$ cat src/include/aso_pkg.sv
// aso_pkg: constants and carrier types of the serial converter output side.
// assumes one 125 MHz core clock samples every link pin; no register bus.
//
// Function
// unipolar result is 12-bit straight binary
// bipolar result is 12-bit two's complement
// order bit one: shift result MSB first
// MSB-first mode: zeros after last bit forever
// order bit zero: MSB first, then LSB first
// bipolar with order zero: sign bit fills after MSB
// shutdown bit zero in input word: power down
// shutdown with select held: twelve ones, then zeros
// select released after shutdown: output goes high-impedance
// shutdown lasts until next select cycle begins
// first cycle after shutdown converts without wait
// halt output driven low on shutdown
// halt output returns high at next select cycle
// host may bit-bang the link on port lines
// leading zeros ignored; first one is start bit
// polarity bit one unipolar, zero bipolar
// start, seven config bits, null bit, then result
// host raises select after each exchange to reset
// out-of-span inputs saturate to end codes
// output high-impedance whenever select is high
package aso_pkg;

  localparam int ASO_RES_BITS    = 12;
  localparam int ASO_CFG_BITS    = 7;
  localparam int ASO_FIFO_DEPTH  = 16;
  localparam int ASO_SYNC_STAGES = 3;

  // output sequence positions, counted in falling link-clock edges after the config word
  localparam logic [4:0] ASO_IDX_NULL     = 5'h00;
  localparam logic [4:0] ASO_IDX_MSB_LAST = 5'h0C;
  localparam logic [4:0] ASO_IDX_LSB_LAST = 5'h17;
  localparam logic [4:0] ASO_IDX_FILL     = 5'h18;
  localparam logic [2:0] ASO_CFG_LAST     = 3'h6;

  // end codes of the two formats
  localparam logic [11:0] ASO_UNI_MAX = 12'hFFF;
  localparam logic [11:0] ASO_UNI_MIN = 12'h000;
  localparam logic [11:0] ASO_BIP_MAX = 12'h7FF;
  localparam logic [11:0] ASO_BIP_MIN = 12'h800;

  // reset values
  localparam logic [11:0] ASO_RESULT_RST = 12'h000;
  localparam logic        ASO_DOUT_RST   = 1'b0;
  localparam logic [2:0]  ASO_PIN_RST    = 3'h1;

  // pin vector positions
  localparam int ASO_PIN_CS   = 0;
  localparam int ASO_PIN_SCLK = 1;
  localparam int ASO_PIN_DIN  = 2;

  typedef enum logic [1:0] {
    ASO_ST_IDLE = 2'b00,
    ASO_ST_HUNT = 2'b01,
    ASO_ST_CFG  = 2'b10,
    ASO_ST_OUT  = 2'b11
  } aso_state_t;

  // config word, first received bit at the top
  typedef struct packed {
    logic       single_ended;
    logic       odd_sign;
    logic [1:0] mux_select;
    logic       polarity_select;
    logic       output_order_select;
    logic       shutdown_select_n;
  } aso_cfg_t;

  // sample from the front end: offset-binary code over the span plus range flags
  typedef struct packed {
    logic        over_range;
    logic        under_range;
    logic [11:0] code;
  } aso_sample_t;

endpackage

$ cat src/verilog/aso_fifo.sv
// aso_fifo: flip-flop FIFO between the sample source and the serial engine.
// assumes both sides on ref_clk; valid/ready handshake on each side.
`timescale 1ns/1ns
module aso_fifo import aso_pkg::*; #(
  parameter int WIDTH = 14,
  parameter int DEPTH = ASO_FIFO_DEPTH
) (
  // clock and reset
  input  wire logic             ref_clk,
  input  wire logic             sys_rst,
  // fill side
  input  wire logic             wr_valid,
  output logic                  wr_ready,
  input  wire logic [WIDTH-1:0] wr_data,
  // drain side
  output logic                  rd_valid,
  input  wire logic             rd_ready,
  output logic      [WIDTH-1:0] rd_data
);

  localparam int AW = (DEPTH > 1) ? $clog2(DEPTH) : 1;

  logic [WIDTH-1:0] mem_q [DEPTH];
  logic [AW-1:0]    wr_ptr_q;
  logic [AW-1:0]    rd_ptr_q;
  logic [AW:0]      count_q;
  logic             push;
  logic             pop;

  assign wr_ready = (count_q != (AW+1)'(DEPTH));
  assign rd_valid = (count_q != '0);
  assign rd_data  = mem_q[rd_ptr_q];
  assign push     = wr_valid & wr_ready;
  assign pop      = rd_valid & rd_ready;

  ////////////////////////////////////////////////////////////////////////////////
  always_ff @(posedge ref_clk) begin
    if (push) begin
      mem_q[wr_ptr_q] <= wr_data;
    end
  end

  always_ff @(posedge ref_clk or posedge sys_rst) begin
    if (sys_rst) begin
      wr_ptr_q <= '0;
      rd_ptr_q <= '0;
      count_q  <= '0;
    end else begin
      if (push) begin
        wr_ptr_q <= (wr_ptr_q == AW'(DEPTH - 1)) ? '0 : wr_ptr_q + AW'(1);
      end
      if (pop) begin
        rd_ptr_q <= (rd_ptr_q == AW'(DEPTH - 1)) ? '0 : rd_ptr_q + AW'(1);
      end
      if (push && !pop) begin
        count_q <= count_q + (AW+1)'(1);
      end else if (pop && !push) begin
        count_q <= count_q - (AW+1)'(1);
      end
    end
  end

endmodule

$ cat src/verilog/aso_serial_core.sv
// aso_serial_core: device side of the four-wire serial converter link.
// assumes link pins asynchronous to ref_clk and much slower than it;
// the pad merges dout_pin/dout_oe onto the wire outside this module.
`timescale 1ns/1ns
module aso_serial_core import aso_pkg::*; #(
  parameter int RES_BITS   = ASO_RES_BITS,
  parameter int FIFO_DEPTH = ASO_FIFO_DEPTH
) (
  // clock and reset
  input  wire logic        ref_clk,
  input  wire logic        sys_rst,
  // link pins
  input  wire logic        cs_n_pin,
  input  wire logic        sclk_pin,
  input  wire logic        din_pin,
  output logic             dout_pin,
  output logic             dout_oe,
  // sample source
  input  wire logic        smp_valid,
  output logic             smp_ready,
  input  wire aso_sample_t smp_data,
  // conversion and power control
  output aso_cfg_t         cfg_out,
  output logic             conv_start,
  output logic             result_missing,
  output logic             power_down,
  output logic             system_halt_out_n
);

  ////////////////////////////////////////////////////////////////////////////////
  // pin synchronisers: three stages, a change counts when stages two and three agree

  logic [2:0] pin_raw;
  logic [2:0] sync1_q;
  logic [2:0] sync2_q;
  logic [2:0] sync3_q;
  logic [2:0] pin_q;
  logic [2:0] pin_prev_q;

  assign pin_raw = {din_pin, sclk_pin, cs_n_pin};

  for (genvar i = 0; i < 3; i++) begin : g_sync
    always_ff @(posedge ref_clk or posedge sys_rst) begin
      if (sys_rst) begin
        sync1_q[i]    <= ASO_PIN_RST[i];
        sync2_q[i]    <= ASO_PIN_RST[i];
        sync3_q[i]    <= ASO_PIN_RST[i];
        pin_q[i]      <= ASO_PIN_RST[i];
        pin_prev_q[i] <= ASO_PIN_RST[i];
      end else begin
        sync1_q[i] <= pin_raw[i];
        sync2_q[i] <= sync1_q[i];
        sync3_q[i] <= sync2_q[i];
        if (sync2_q[i] == sync3_q[i]) begin
          pin_q[i] <= sync3_q[i];
        end
        pin_prev_q[i] <= pin_q[i];
      end
    end
  end

  // edge pulses last one cycle; host levels must hold three cycles
  logic cs_high;
  logic cs_fall;
  logic sclk_rise;
  logic sclk_fall;
  logic din_s;

  assign cs_high   = pin_q[ASO_PIN_CS];
  assign cs_fall   = ~pin_q[ASO_PIN_CS] & pin_prev_q[ASO_PIN_CS];
  assign sclk_rise = pin_q[ASO_PIN_SCLK] & ~pin_prev_q[ASO_PIN_SCLK];
  assign sclk_fall = ~pin_q[ASO_PIN_SCLK] & pin_prev_q[ASO_PIN_SCLK];
  assign din_s     = pin_q[ASO_PIN_DIN];

  ////////////////////////////////////////////////////////////////////////////////
  // sample buffer

  aso_sample_t fifo_data;
  logic        fifo_valid;
  logic        fifo_pop;

  aso_fifo #(
    .WIDTH ($bits(aso_sample_t)),
    .DEPTH (FIFO_DEPTH)
  ) u_fifo (
    .ref_clk  (ref_clk),
    .sys_rst  (sys_rst),
    .wr_valid (smp_valid),
    .wr_ready (smp_ready),
    .wr_data  (smp_data),
    .rd_valid (fifo_valid),
    .rd_ready (fifo_pop),
    .rd_data  (fifo_data)
  );

  ////////////////////////////////////////////////////////////////////////////////
  // input word framing

  aso_state_t state_q;
  logic [2:0] cfg_cnt_q;
  logic [ASO_CFG_BITS-1:0] cfg_sh_q;
  logic       cfg_done;
  aso_cfg_t   cfg_new;

  assign cfg_done = (state_q == ASO_ST_CFG) && sclk_rise && (cfg_cnt_q == ASO_CFG_LAST);
  assign cfg_new  = aso_cfg_t'({cfg_sh_q[ASO_CFG_BITS-2:0], din_s});

  // a result is taken only when a real conversion is requested
  assign fifo_pop = cfg_done & cfg_new.shutdown_select_n;

  always_ff @(posedge ref_clk or posedge sys_rst) begin
    if (sys_rst) begin
      state_q <= ASO_ST_IDLE;
    end else if (cs_high) begin
      state_q <= ASO_ST_IDLE;
    end else begin
      unique case (state_q)
        ASO_ST_IDLE: begin
          if (cs_fall) begin
            state_q <= ASO_ST_HUNT;
          end
        end
        ASO_ST_HUNT: begin
          if (sclk_rise && din_s) begin
            state_q <= ASO_ST_CFG;
          end
        end
        ASO_ST_CFG: begin
          if (cfg_done) begin
            state_q <= ASO_ST_OUT;
          end
        end
        ASO_ST_OUT: begin
          state_q <= ASO_ST_OUT;
        end
      endcase
    end
  end

  // counter restarts in hunt, so a cut frame leaves nothing behind
  always_ff @(posedge ref_clk or posedge sys_rst) begin
    if (sys_rst) begin
      cfg_cnt_q <= '0;
      cfg_sh_q  <= '0;
    end else if (state_q == ASO_ST_HUNT) begin
      cfg_cnt_q <= '0;
    end else if (state_q == ASO_ST_CFG && sclk_rise) begin
      cfg_sh_q  <= {cfg_sh_q[ASO_CFG_BITS-2:0], din_s};
      cfg_cnt_q <= cfg_cnt_q + 3'h1;
    end
  end

  ////////////////////////////////////////////////////////////////////////////////
  // conversion result capture and code formatting

  function automatic logic [11:0] fmt_code(aso_sample_t s, logic unipolar);
    logic [11:0] c;
    c = s.code;
    if (unipolar) begin
      if (s.over_range) begin
        c = ASO_UNI_MAX;
      end else if (s.under_range) begin
        c = ASO_UNI_MIN;
      end else begin
        c = s.code;
      end
    end else begin
      if (s.over_range) begin
        c = ASO_BIP_MAX;
      end else if (s.under_range) begin
        c = ASO_BIP_MIN;
      end else begin
        c = {~s.code[11], s.code[10:0]};
      end
    end
    return c;
  endfunction

  logic [11:0] result_q;
  aso_cfg_t    cfg_q;
  logic        conv_start_q;
  logic        missing_q;

  always_ff @(posedge ref_clk or posedge sys_rst) begin
    if (sys_rst) begin
      cfg_q <= '0;
    end else if (cfg_done) begin
      cfg_q <= cfg_new;
    end
  end

  always_ff @(posedge ref_clk or posedge sys_rst) begin
    if (sys_rst) begin
      conv_start_q <= 1'b0;
      missing_q    <= 1'b0;
    end else begin
      conv_start_q <= fifo_pop;
      missing_q    <= fifo_pop & ~fifo_valid;
    end
  end

  // an empty buffer still answers the host, with a zero code and a flag
  always_ff @(posedge ref_clk or posedge sys_rst) begin
    if (sys_rst) begin
      result_q <= ASO_RESULT_RST;
    end else if (fifo_pop) begin
      result_q <= fifo_valid ? fmt_code(fifo_data, cfg_new.polarity_select)
                             : ASO_RESULT_RST;
    end
  end

  ////////////////////////////////////////////////////////////////////////////////
  // power shutdown and halt output

  logic shut_seq_q;
  logic power_down_q;
  logic halt_n_q;

  always_ff @(posedge ref_clk or posedge sys_rst) begin
    if (sys_rst) begin
      shut_seq_q   <= 1'b0;
      power_down_q <= 1'b0;
      halt_n_q     <= 1'b1;
    end else if (cfg_done && !cfg_new.shutdown_select_n) begin
      shut_seq_q   <= 1'b1;
      power_down_q <= 1'b1;
      halt_n_q     <= 1'b0;
    end else if (cs_fall) begin
      shut_seq_q   <= 1'b0;
      power_down_q <= 1'b0;
      halt_n_q     <= 1'b1;
    end
  end

  ////////////////////////////////////////////////////////////////////////////////
  // output sequencer, updated on falling link-clock edges

  logic [4:0] idx_q;
  logic       drv_q;
  logic       dout_q;
  logic [4:0] idx_nxt;
  logic       bit_nxt;
  logic [4:0] msb_pos;
  logic [4:0] lsb_pos;

  // the index saturates on the fill slot, so long host words never wrap
  always_comb begin
    idx_nxt = ASO_IDX_NULL;
    if (drv_q) begin
      idx_nxt = (idx_q == ASO_IDX_FILL) ? ASO_IDX_FILL : idx_q + 5'h01;
    end
  end

  assign msb_pos = ASO_IDX_MSB_LAST - idx_nxt;
  assign lsb_pos = idx_nxt - ASO_IDX_MSB_LAST;

  always_comb begin
    bit_nxt = 1'b0;
    if (idx_nxt == ASO_IDX_NULL) begin
      bit_nxt = 1'b0;
    end else if (shut_seq_q) begin
      bit_nxt = (idx_nxt <= ASO_IDX_MSB_LAST);
    end else if (idx_nxt <= ASO_IDX_MSB_LAST) begin
      bit_nxt = result_q[msb_pos[3:0]];
    end else if (!cfg_q.output_order_select && idx_nxt <= ASO_IDX_LSB_LAST) begin
      bit_nxt = result_q[lsb_pos[3:0]];
    end else if (!cfg_q.output_order_select && !cfg_q.polarity_select) begin
      bit_nxt = result_q[11];
    end else begin
      bit_nxt = 1'b0;
    end
  end

  // drive stops as soon as select is seen high, in every mode
  always_ff @(posedge ref_clk or posedge sys_rst) begin
    if (sys_rst) begin
      idx_q  <= ASO_IDX_NULL;
      drv_q  <= 1'b0;
      dout_q <= ASO_DOUT_RST;
    end else if (cs_high || state_q != ASO_ST_OUT) begin
      idx_q  <= ASO_IDX_NULL;
      drv_q  <= 1'b0;
      dout_q <= ASO_DOUT_RST;
    end else if (sclk_fall) begin
      idx_q  <= idx_nxt;
      drv_q  <= 1'b1;
      dout_q <= bit_nxt;
    end
  end

  ////////////////////////////////////////////////////////////////////////////////
  // outputs

  assign dout_pin          = dout_q;
  assign dout_oe           = drv_q;
  assign cfg_out           = cfg_q;
  assign conv_start        = conv_start_q;
  assign result_missing    = missing_q;
  assign power_down        = power_down_q;
  assign system_halt_out_n = halt_n_q;

endmodule
$ cat config.mk
export PLATFORM = sky130hd
export DESIGN_NAME = aso_serial_core
export DESIGN_NICKNAME = d
export VERILOG_FILES = /design/src/include/aso_pkg.sv /design/src/verilog/aso_fifo.sv /design/src/verilog/aso_serial_core.sv
export SDC_FILE = /design/constraint.sdc
export NUM_CORES = 1
export LEC_CHECK = 0
export ABC_AREA = 0
export BUFFER_PORTS_ARGS = -buffer_cell sky130_fd_sc_hd__clkbuf_2
export CAP_MARGIN = 15
export CORE_MARGIN = 4
export CORE_UTILIZATION = 30
export CTS_BUF_LIST = sky130_fd_sc_hd__clkbuf_16
export DETAILED_ROUTE_END_ITERATION = 16
export PLACE_DENSITY = 0.4
export REMOVE_ABC_BUFFERS = 1
export SETUP_SLACK_MARGIN = 0.15
export SLEW_MARGIN = 10
export SYNTH_ARGS = -nofsm -noshare
export SYNTH_HDL_FRONTEND = slang
export SYNTH_SLANG_ARGS = --single-unit
$ cat constraint.sdc
create_clock -name ref_clk -period 6.36 [get_ports ref_clk]
set_input_delay 1.272 -clock ref_clk [delete_from_list [all_inputs] [get_ports ref_clk]]
set_output_delay 1.272 -clock ref_clk [all_outputs]
set_load 0.005 [all_outputs]
Yosys cells after proc, flatten, opt, wreduce, memory -nomap -nowiden
Memory sizes are Yosys's and may differ from the RTL's.
Cells that the tools add are included.
Word-level totals
  word-level logic and storage cells: 138
  bits in latches: 0
  memories kept: 1
  ROM bits: 0
  bits in writable memories: 224
  register bits: 68
  output and inout port bits: 14
  input port bits: 20
Memories
  u_fifo.mem_q: words 16, width 14, read ports 1, clocked after memory_dff 0, wr ports 1, RTL line aso_fifo.sv:23  | logic [WIDTH-1:0] mem_q [DEPTH];
Cells by class
  reduce and logical (&&, ||, !) cells: 23
  muxes and demuxes: 40
  add/sub/neg operators: 8
  equality and inequality tests: 15
  multiply operators: 0
  order comparisons: 4
  divide/modulo/power cells: 0
  bitwise logic cells: 13
  shifts and indexed selects: 0
Operator list (count)
  12-bit 2-to-1 mux: 6
  5-bit 2-to-1 mux: 6
  1-bit 2-to-1 mux: 17
  5-bit by 1-bit adder with 5-bit output (second input constant): 2
  4-bit by 5-bit less-than comparator with 1-bit output (second input constant): 2
  3-bit != test (second input constant): 3
  4-bit by 1-bit adder with 4-bit output (second input constant): 2
  1-bit binary-select mux with 4-bit select: 2
  4-bit == test (second input constant): 2
  1-bit logical AND: 8
  2-bit 2-to-1 mux: 4
  4-bit 2-to-1 mux: 2
  2-bit one-hot mux with 4 select lines: 1
  2-bit nonzero test: 4
  1-bit bitwise AND: 7
  3-bit 2-to-1 mux: 2
  1-bit inverter: 6
  5-bit == test (second input constant): 1
  5-bit by 4-bit less-or-equal comparator with 1-bit output (second input constant): 1
  5-bit less-or-equal comparator (second input constant): 1
  1-bit logical NOT: 5
  5-bit logical NOT: 1
  5-bit != test (second input constant): 1
  5-bit nonzero test: 1
  other kinds (13): 16

Longest topological paths before layout
  depth in word-level cells: 12
  mapped depth: 14
  gate-level depth less buffers: 14

Hierarchy
Synthesis repeated with hierarchy kept, for this count alone.
Unflattened totals
  cells, all modules: 785
  area, all modules: 12274.3 µm²
Modules (own cells, without submodules)
  aso_fifo: area each 9505.4 µm², cells each 505, times used 1, sequential area each 7051.8 µm²
  aso_serial_core: area each 2768.9 µm², cells each 280, times used 1, sequential area each 1383.8 µm²

Least setup slack after synthesis
OpenSTA, ideal clock, no wires.
  kind: in2reg
  start: input port smp_valid
  end: memory u_fifo.mem_q[0][0], enable pin
  setup time: 0.403 ns
  slack: 3.153 ns
  data arrival time: 2.805 ns
  buffers on the path: 1
  cell stages on the path: 4
  required time: 5.957 ns
  path through: and2_1 clkbuf_1 nand2_1 nor3_1
On the way
  word-level cells in the longest chain between the ends: 3
RTL lines
  start: declaration: RTL line aso_serial_core.sv:19  | input wire logic smp_valid,
  1-bit bitwise AND: RTL line aso_fifo.sv:33  | assign push = wr_valid & wr_ready;
  via u_fifo.push: RTL line aso_fifo.sv:27  | logic push;
  1-bit 2-to-1 mux: RTL line aso_fifo.sv:38  | if (push) begin
  1-bit 2-to-1 mux (implied by the code): RTL line aso_fifo.sv:39  | mem_q[wr_ptr_q] <= wr_data;
  end: declaration: RTL line aso_fifo.sv:23
The timed path passes the listed nets, and every way through them passes these cells.

Worst setup path in the final report
  start: register state_q[0]
  end: register u_fifo.count_q[4]
On the way
  word-level cells in the longest chain between the ends: 8
  elaborated cells on any way between the ends: 10
  classes of those cells: eq/ne (1); mux (1); bitwise (2); reduce/logical (6)
RTL lines
  start: declaration: RTL line aso_serial_core.sv:99  | aso_state_t state_q;
  start signal: assignment: RTL line aso_serial_core.sv:113  | state_q <= ASO_ST_IDLE;
  start signal: assignment: RTL line aso_serial_core.sv:115  | state_q <= ASO_ST_IDLE;
  start signal: assignment: RTL line aso_serial_core.sv:120  | state_q <= ASO_ST_HUNT;
  2-bit == test *: RTL line aso_serial_core.sv:105  | assign cfg_done = (state_q == ASO_ST_CFG) && sclk_rise && (cfg_cnt_q == ASO_CFG_LAST);
  1-bit logical AND * (2 in a row): RTL line aso_serial_core.sv:105
  1-bit bitwise AND *: RTL line aso_serial_core.sv:109  | assign fifo_pop = cfg_done & cfg_new.shutdown_select_n;
  1-bit bitwise AND *: RTL line aso_fifo.sv:34  | assign pop = rd_valid & rd_ready;
  1-bit logical NOT: RTL line aso_fifo.sv:55  | if (push && !pop) begin
  1-bit logical AND: RTL line aso_fifo.sv:55
  5-bit 2-to-1 mux / 2-bit nonzero test (equally long branches)
  end signal: assignment: RTL line aso_fifo.sv:56  | count_q <= count_q + (AW+1)'(1);
  end signal: assignment: RTL line aso_fifo.sv:58  | count_q <= count_q - (AW+1)'(1);
  end: declaration: RTL line aso_fifo.sv:26  | logic [AW:0] count_q;
Every way passes the cells marked *; elsewhere a longest branch is shown, timed or not.
A chain may end at the register's enable or synchronous reset.

==> qor.txt <==
Gr usage total -> 12.5%
Layout cell share with drive strength beyond 1 -> 24.9%
CP max-delay cell -> nor2_2
Critical path cell sequence -> nor4bb_1 -> buf_4 -> nand3_2 -> nor2_2 -> inv_1 -> ha_1 -> inv_1 -> ha_1 -> a21o_1 -> a21oi_1 -> xnor2_1 -> nor2_1 -> xor2_1
RSZ-0062 raised after global routing -> false
Synth top area cells -> edfxtp_1 (56%), dfrtp_1 (13%), mux4_2 (11%), mux2i_1 (2.7%), nand2_1 (2.3%)
Slew @ Worst Pin -> 0.914 ns
# nets final -> 801
Die W -> 208 um
Clk sinks -> 292
Core ar. -> 39700 um2
Diodes inserted -> 0
Headroom to the max-slew limit -> 37.4%
FMAX -> 0.282 GHz
Postcts setup bufs -> 0
P&R area growth vs syn -> 15.9%
Slew Viols, Final -> 0
Share of the synthesized area in the top cell type -> 55.8%
CTS clock-pin slew for the worst setup and hold paths -> 0.06 ns
Cts hold-fix bufs -> 0
Synth Flop Type -> edfxtp_1
Clock latency on the worst-skew pair -> 0.52 ns
CP peak stage delay -> 0.55 ns
Tcrit/Tclk final -> 55.7%
Post-DR wirelength/cell -> 20.6 um
GR Overflow Total -> 0
Max Cap Viol -> 0
Mapped Cells -> 705
Final Hold Viols -> 0
CTS tree -> done
I/O Buffers -> 33
Setup TNS -> 0 ns
CP arrival -> 3.93 ns
PD cells -> 329 nW/um2
Peak VDD IR -> 0.164 mV
Gpl congestion -> 0.782
Outcome -> completed
Initial cell density of the core -> 30.3%
Drt drc -> 0
Min-delay worst type -> reg -> reg
Placed cell areas -> 12900 um2
Die height -> 208 um
DR pass1 iterations -> 6
Iter 0 DRT Violations -> 311
Average footprint of a synthesized cell -> 17.1 um2
Cell area after layout -> 14000 um2
Filler cells -> 3783
Leakage -> 0.00485 uW
Final HPWL from detailed placement -> 17400 um
Max Buffers Root-to-Sink -> 3
Via-to-Cell Ratio -> 4.83
Share of flip-flops with an asynchronous set or reset -> 23.3%
CTS buffer count -> 35
Root Buffer -> clkbuf_16
Synthesis-stage register bit count -> 292
Worst Setup End Kind -> flop
# resized after CTS -> 0
Number of global-route vias before repair -> 6831
Register area share after synthesis -> 70.0%
Kind of critical path -> reg -> reg
Final min period -> 3.54 ns
Startpoint Class -> flop
Final antenna-violating net count -> 0
I/O pin count -> 34
Vias -> 6341
Setup violators final -> 0
Critical Path Fanout Max -> 17
Crit path required time -> 6.75 ns
Fin Clk Skew -> 0.0106 ns
Synth cell types -> 62
Mapped cell area -> 12000 um2
Total Wirelength -> 27000 um
Post-synth top cells -> edfxtp_1 (224), nand2_1 (75), dfrtp_1 (62)
Initial antenna violation count -> 0
Largest net degree at the start of global routing -> 69
# H-tree levels -> 2
Die Area -> 43400 um2
Number of synthesized flops with an enable pin -> 224
Placement row count -> 73
First-pass GRT wire length -> 42100 um
Largest area contributor in the netlist -> edfxtp_1
Most frequent cell after synthesis -> edfxtp_1
YS warnings -> 0
worst max-delay path: cells and delay by family, from the launching register on:
family	cells	cell delay [ns]
compound gates	2	0.34
buf+inv	3	0.56
fa+ha+maj	2	0.56
simple gates	4	1.22
flops	1	0.44
xor+xnor	2	0.28
logic make-up (layout without fill, tap and decap cells):
logic type,after synthesis,count (layout),share of synthesized area [%]
buffers and inverters,50,133,2.05
flip-flops,292,292,70.0
AND/OR/NAND/NOR,152,152,5.87
multiplexers,102,102,14.8
XOR/XNOR,11,11,0.800
AO/OA/AOI/OAI,76,76,4.15
adder cells (fa/ha/maj),22,22,2.29
where the power goes:
part | total [uW] | switching [uW] | internal, uW
Combinational | 405 | 256 | 150
Sequential | 2310 | 78.1 | 2240
Clock | 1880 | 766 | 1110
Total | 4590 | 1100 | 3490
state kept, by name, indices dropped and copies added, names as in the netlist, 4 cells and up:
signal	cells
u_fifo.wr_ptr_q	4
u_fifo.mem_q	224
result_q	12
u_fifo.count_q	5
idx_q	5
cfg_out	7
cfg_sh_q	6
u_fifo.rd_ptr_q	4
path summary, 6_finish.rpt:
kind	from	end	slack [ns]	cells past startpoint
worst max-delay path	state_q[0]	u_fifo.count_q[4]	2.82	13
worst min-delay path	sync1_q[2]	sync2_q[2]	0.37	0
worst max register to register	state_q[0]	u_fifo.count_q[4]	2.82	13
worst min register to register	sync1_q[2]	sync2_q[2]	0.37	0
max in group asynchronous	sys_rst	u_fifo.rd_ptr_q[0]	4.70	3
min in group asynchronous	sys_rst	cfg_out[4]	1.01	3
cells in the final DEF, fill, tap and decap left out, types with 4 or more instances in the layout:
cell type,netlist,layout
dfstp_2,6,6
ha_1,18,18
and2_1,4,4
nand3_1,9,9
xor2_1,4,4
nor2_1,25,25
nand2_1,75,75
edfxtp_1,224,224
o21ai_0,22,22
dfrtp_1,62,59
inv_1,16,22
a21o_1,4,4
mux2i_1,32,32
buf_4,5,21
xnor2_1,7,7
nand3b_1,4,4
mux4_2,57,57
clkinv_2,0,6
nand2b_1,10,10
a21oi_1,13,13
nor2b_1,4,4
mux2_2,10,10
nor3_2,0,4
clkinv_1,0,7
clkbuf_16,0,36
o22ai_1,13,13
clkbuf_2,0,33
final cells by class:
cell class | instances | area, um2 | share of cell area, %
clock buffer | 36 | 901 | 6.46
timing repair buffer | 54 | 323 | 2.31
sequential | 292 | 8440 | 60.5
inverter | 16 | 60.1 | 0.430
tap | 525 | 657 | 4.71
clock inverter | 27 | 190 | 1.36
multi-input combinational | 363 | 3380 | 24.2
metrics by stage:
step	power, uW	worst slack [ns]	hold WS, ns	util [%]	cells
after floorplan	2580	2.66	0.331	-	671
after global placement	2750	2.91	0.347	32.4	1249
after detailed placement	2770	2.86	0.343	32.4	1250
after CTS	4680	2.83	0.367	35.1	1313
after global routing	4810	2.46	0.373	35.1	1313
final	4590	2.82	0.365	35.1	1313
per-layer routing:
layer	vias up	GRT usage [%]	share of wire [%]
met5	-	0	0
met4	0	3.42	2.0
met3	39	2.28	3.0
met2	95	21.0	49
met1	3349	16.9	46
li1	2858	-	-
Power figures use the tool's default switching activity.
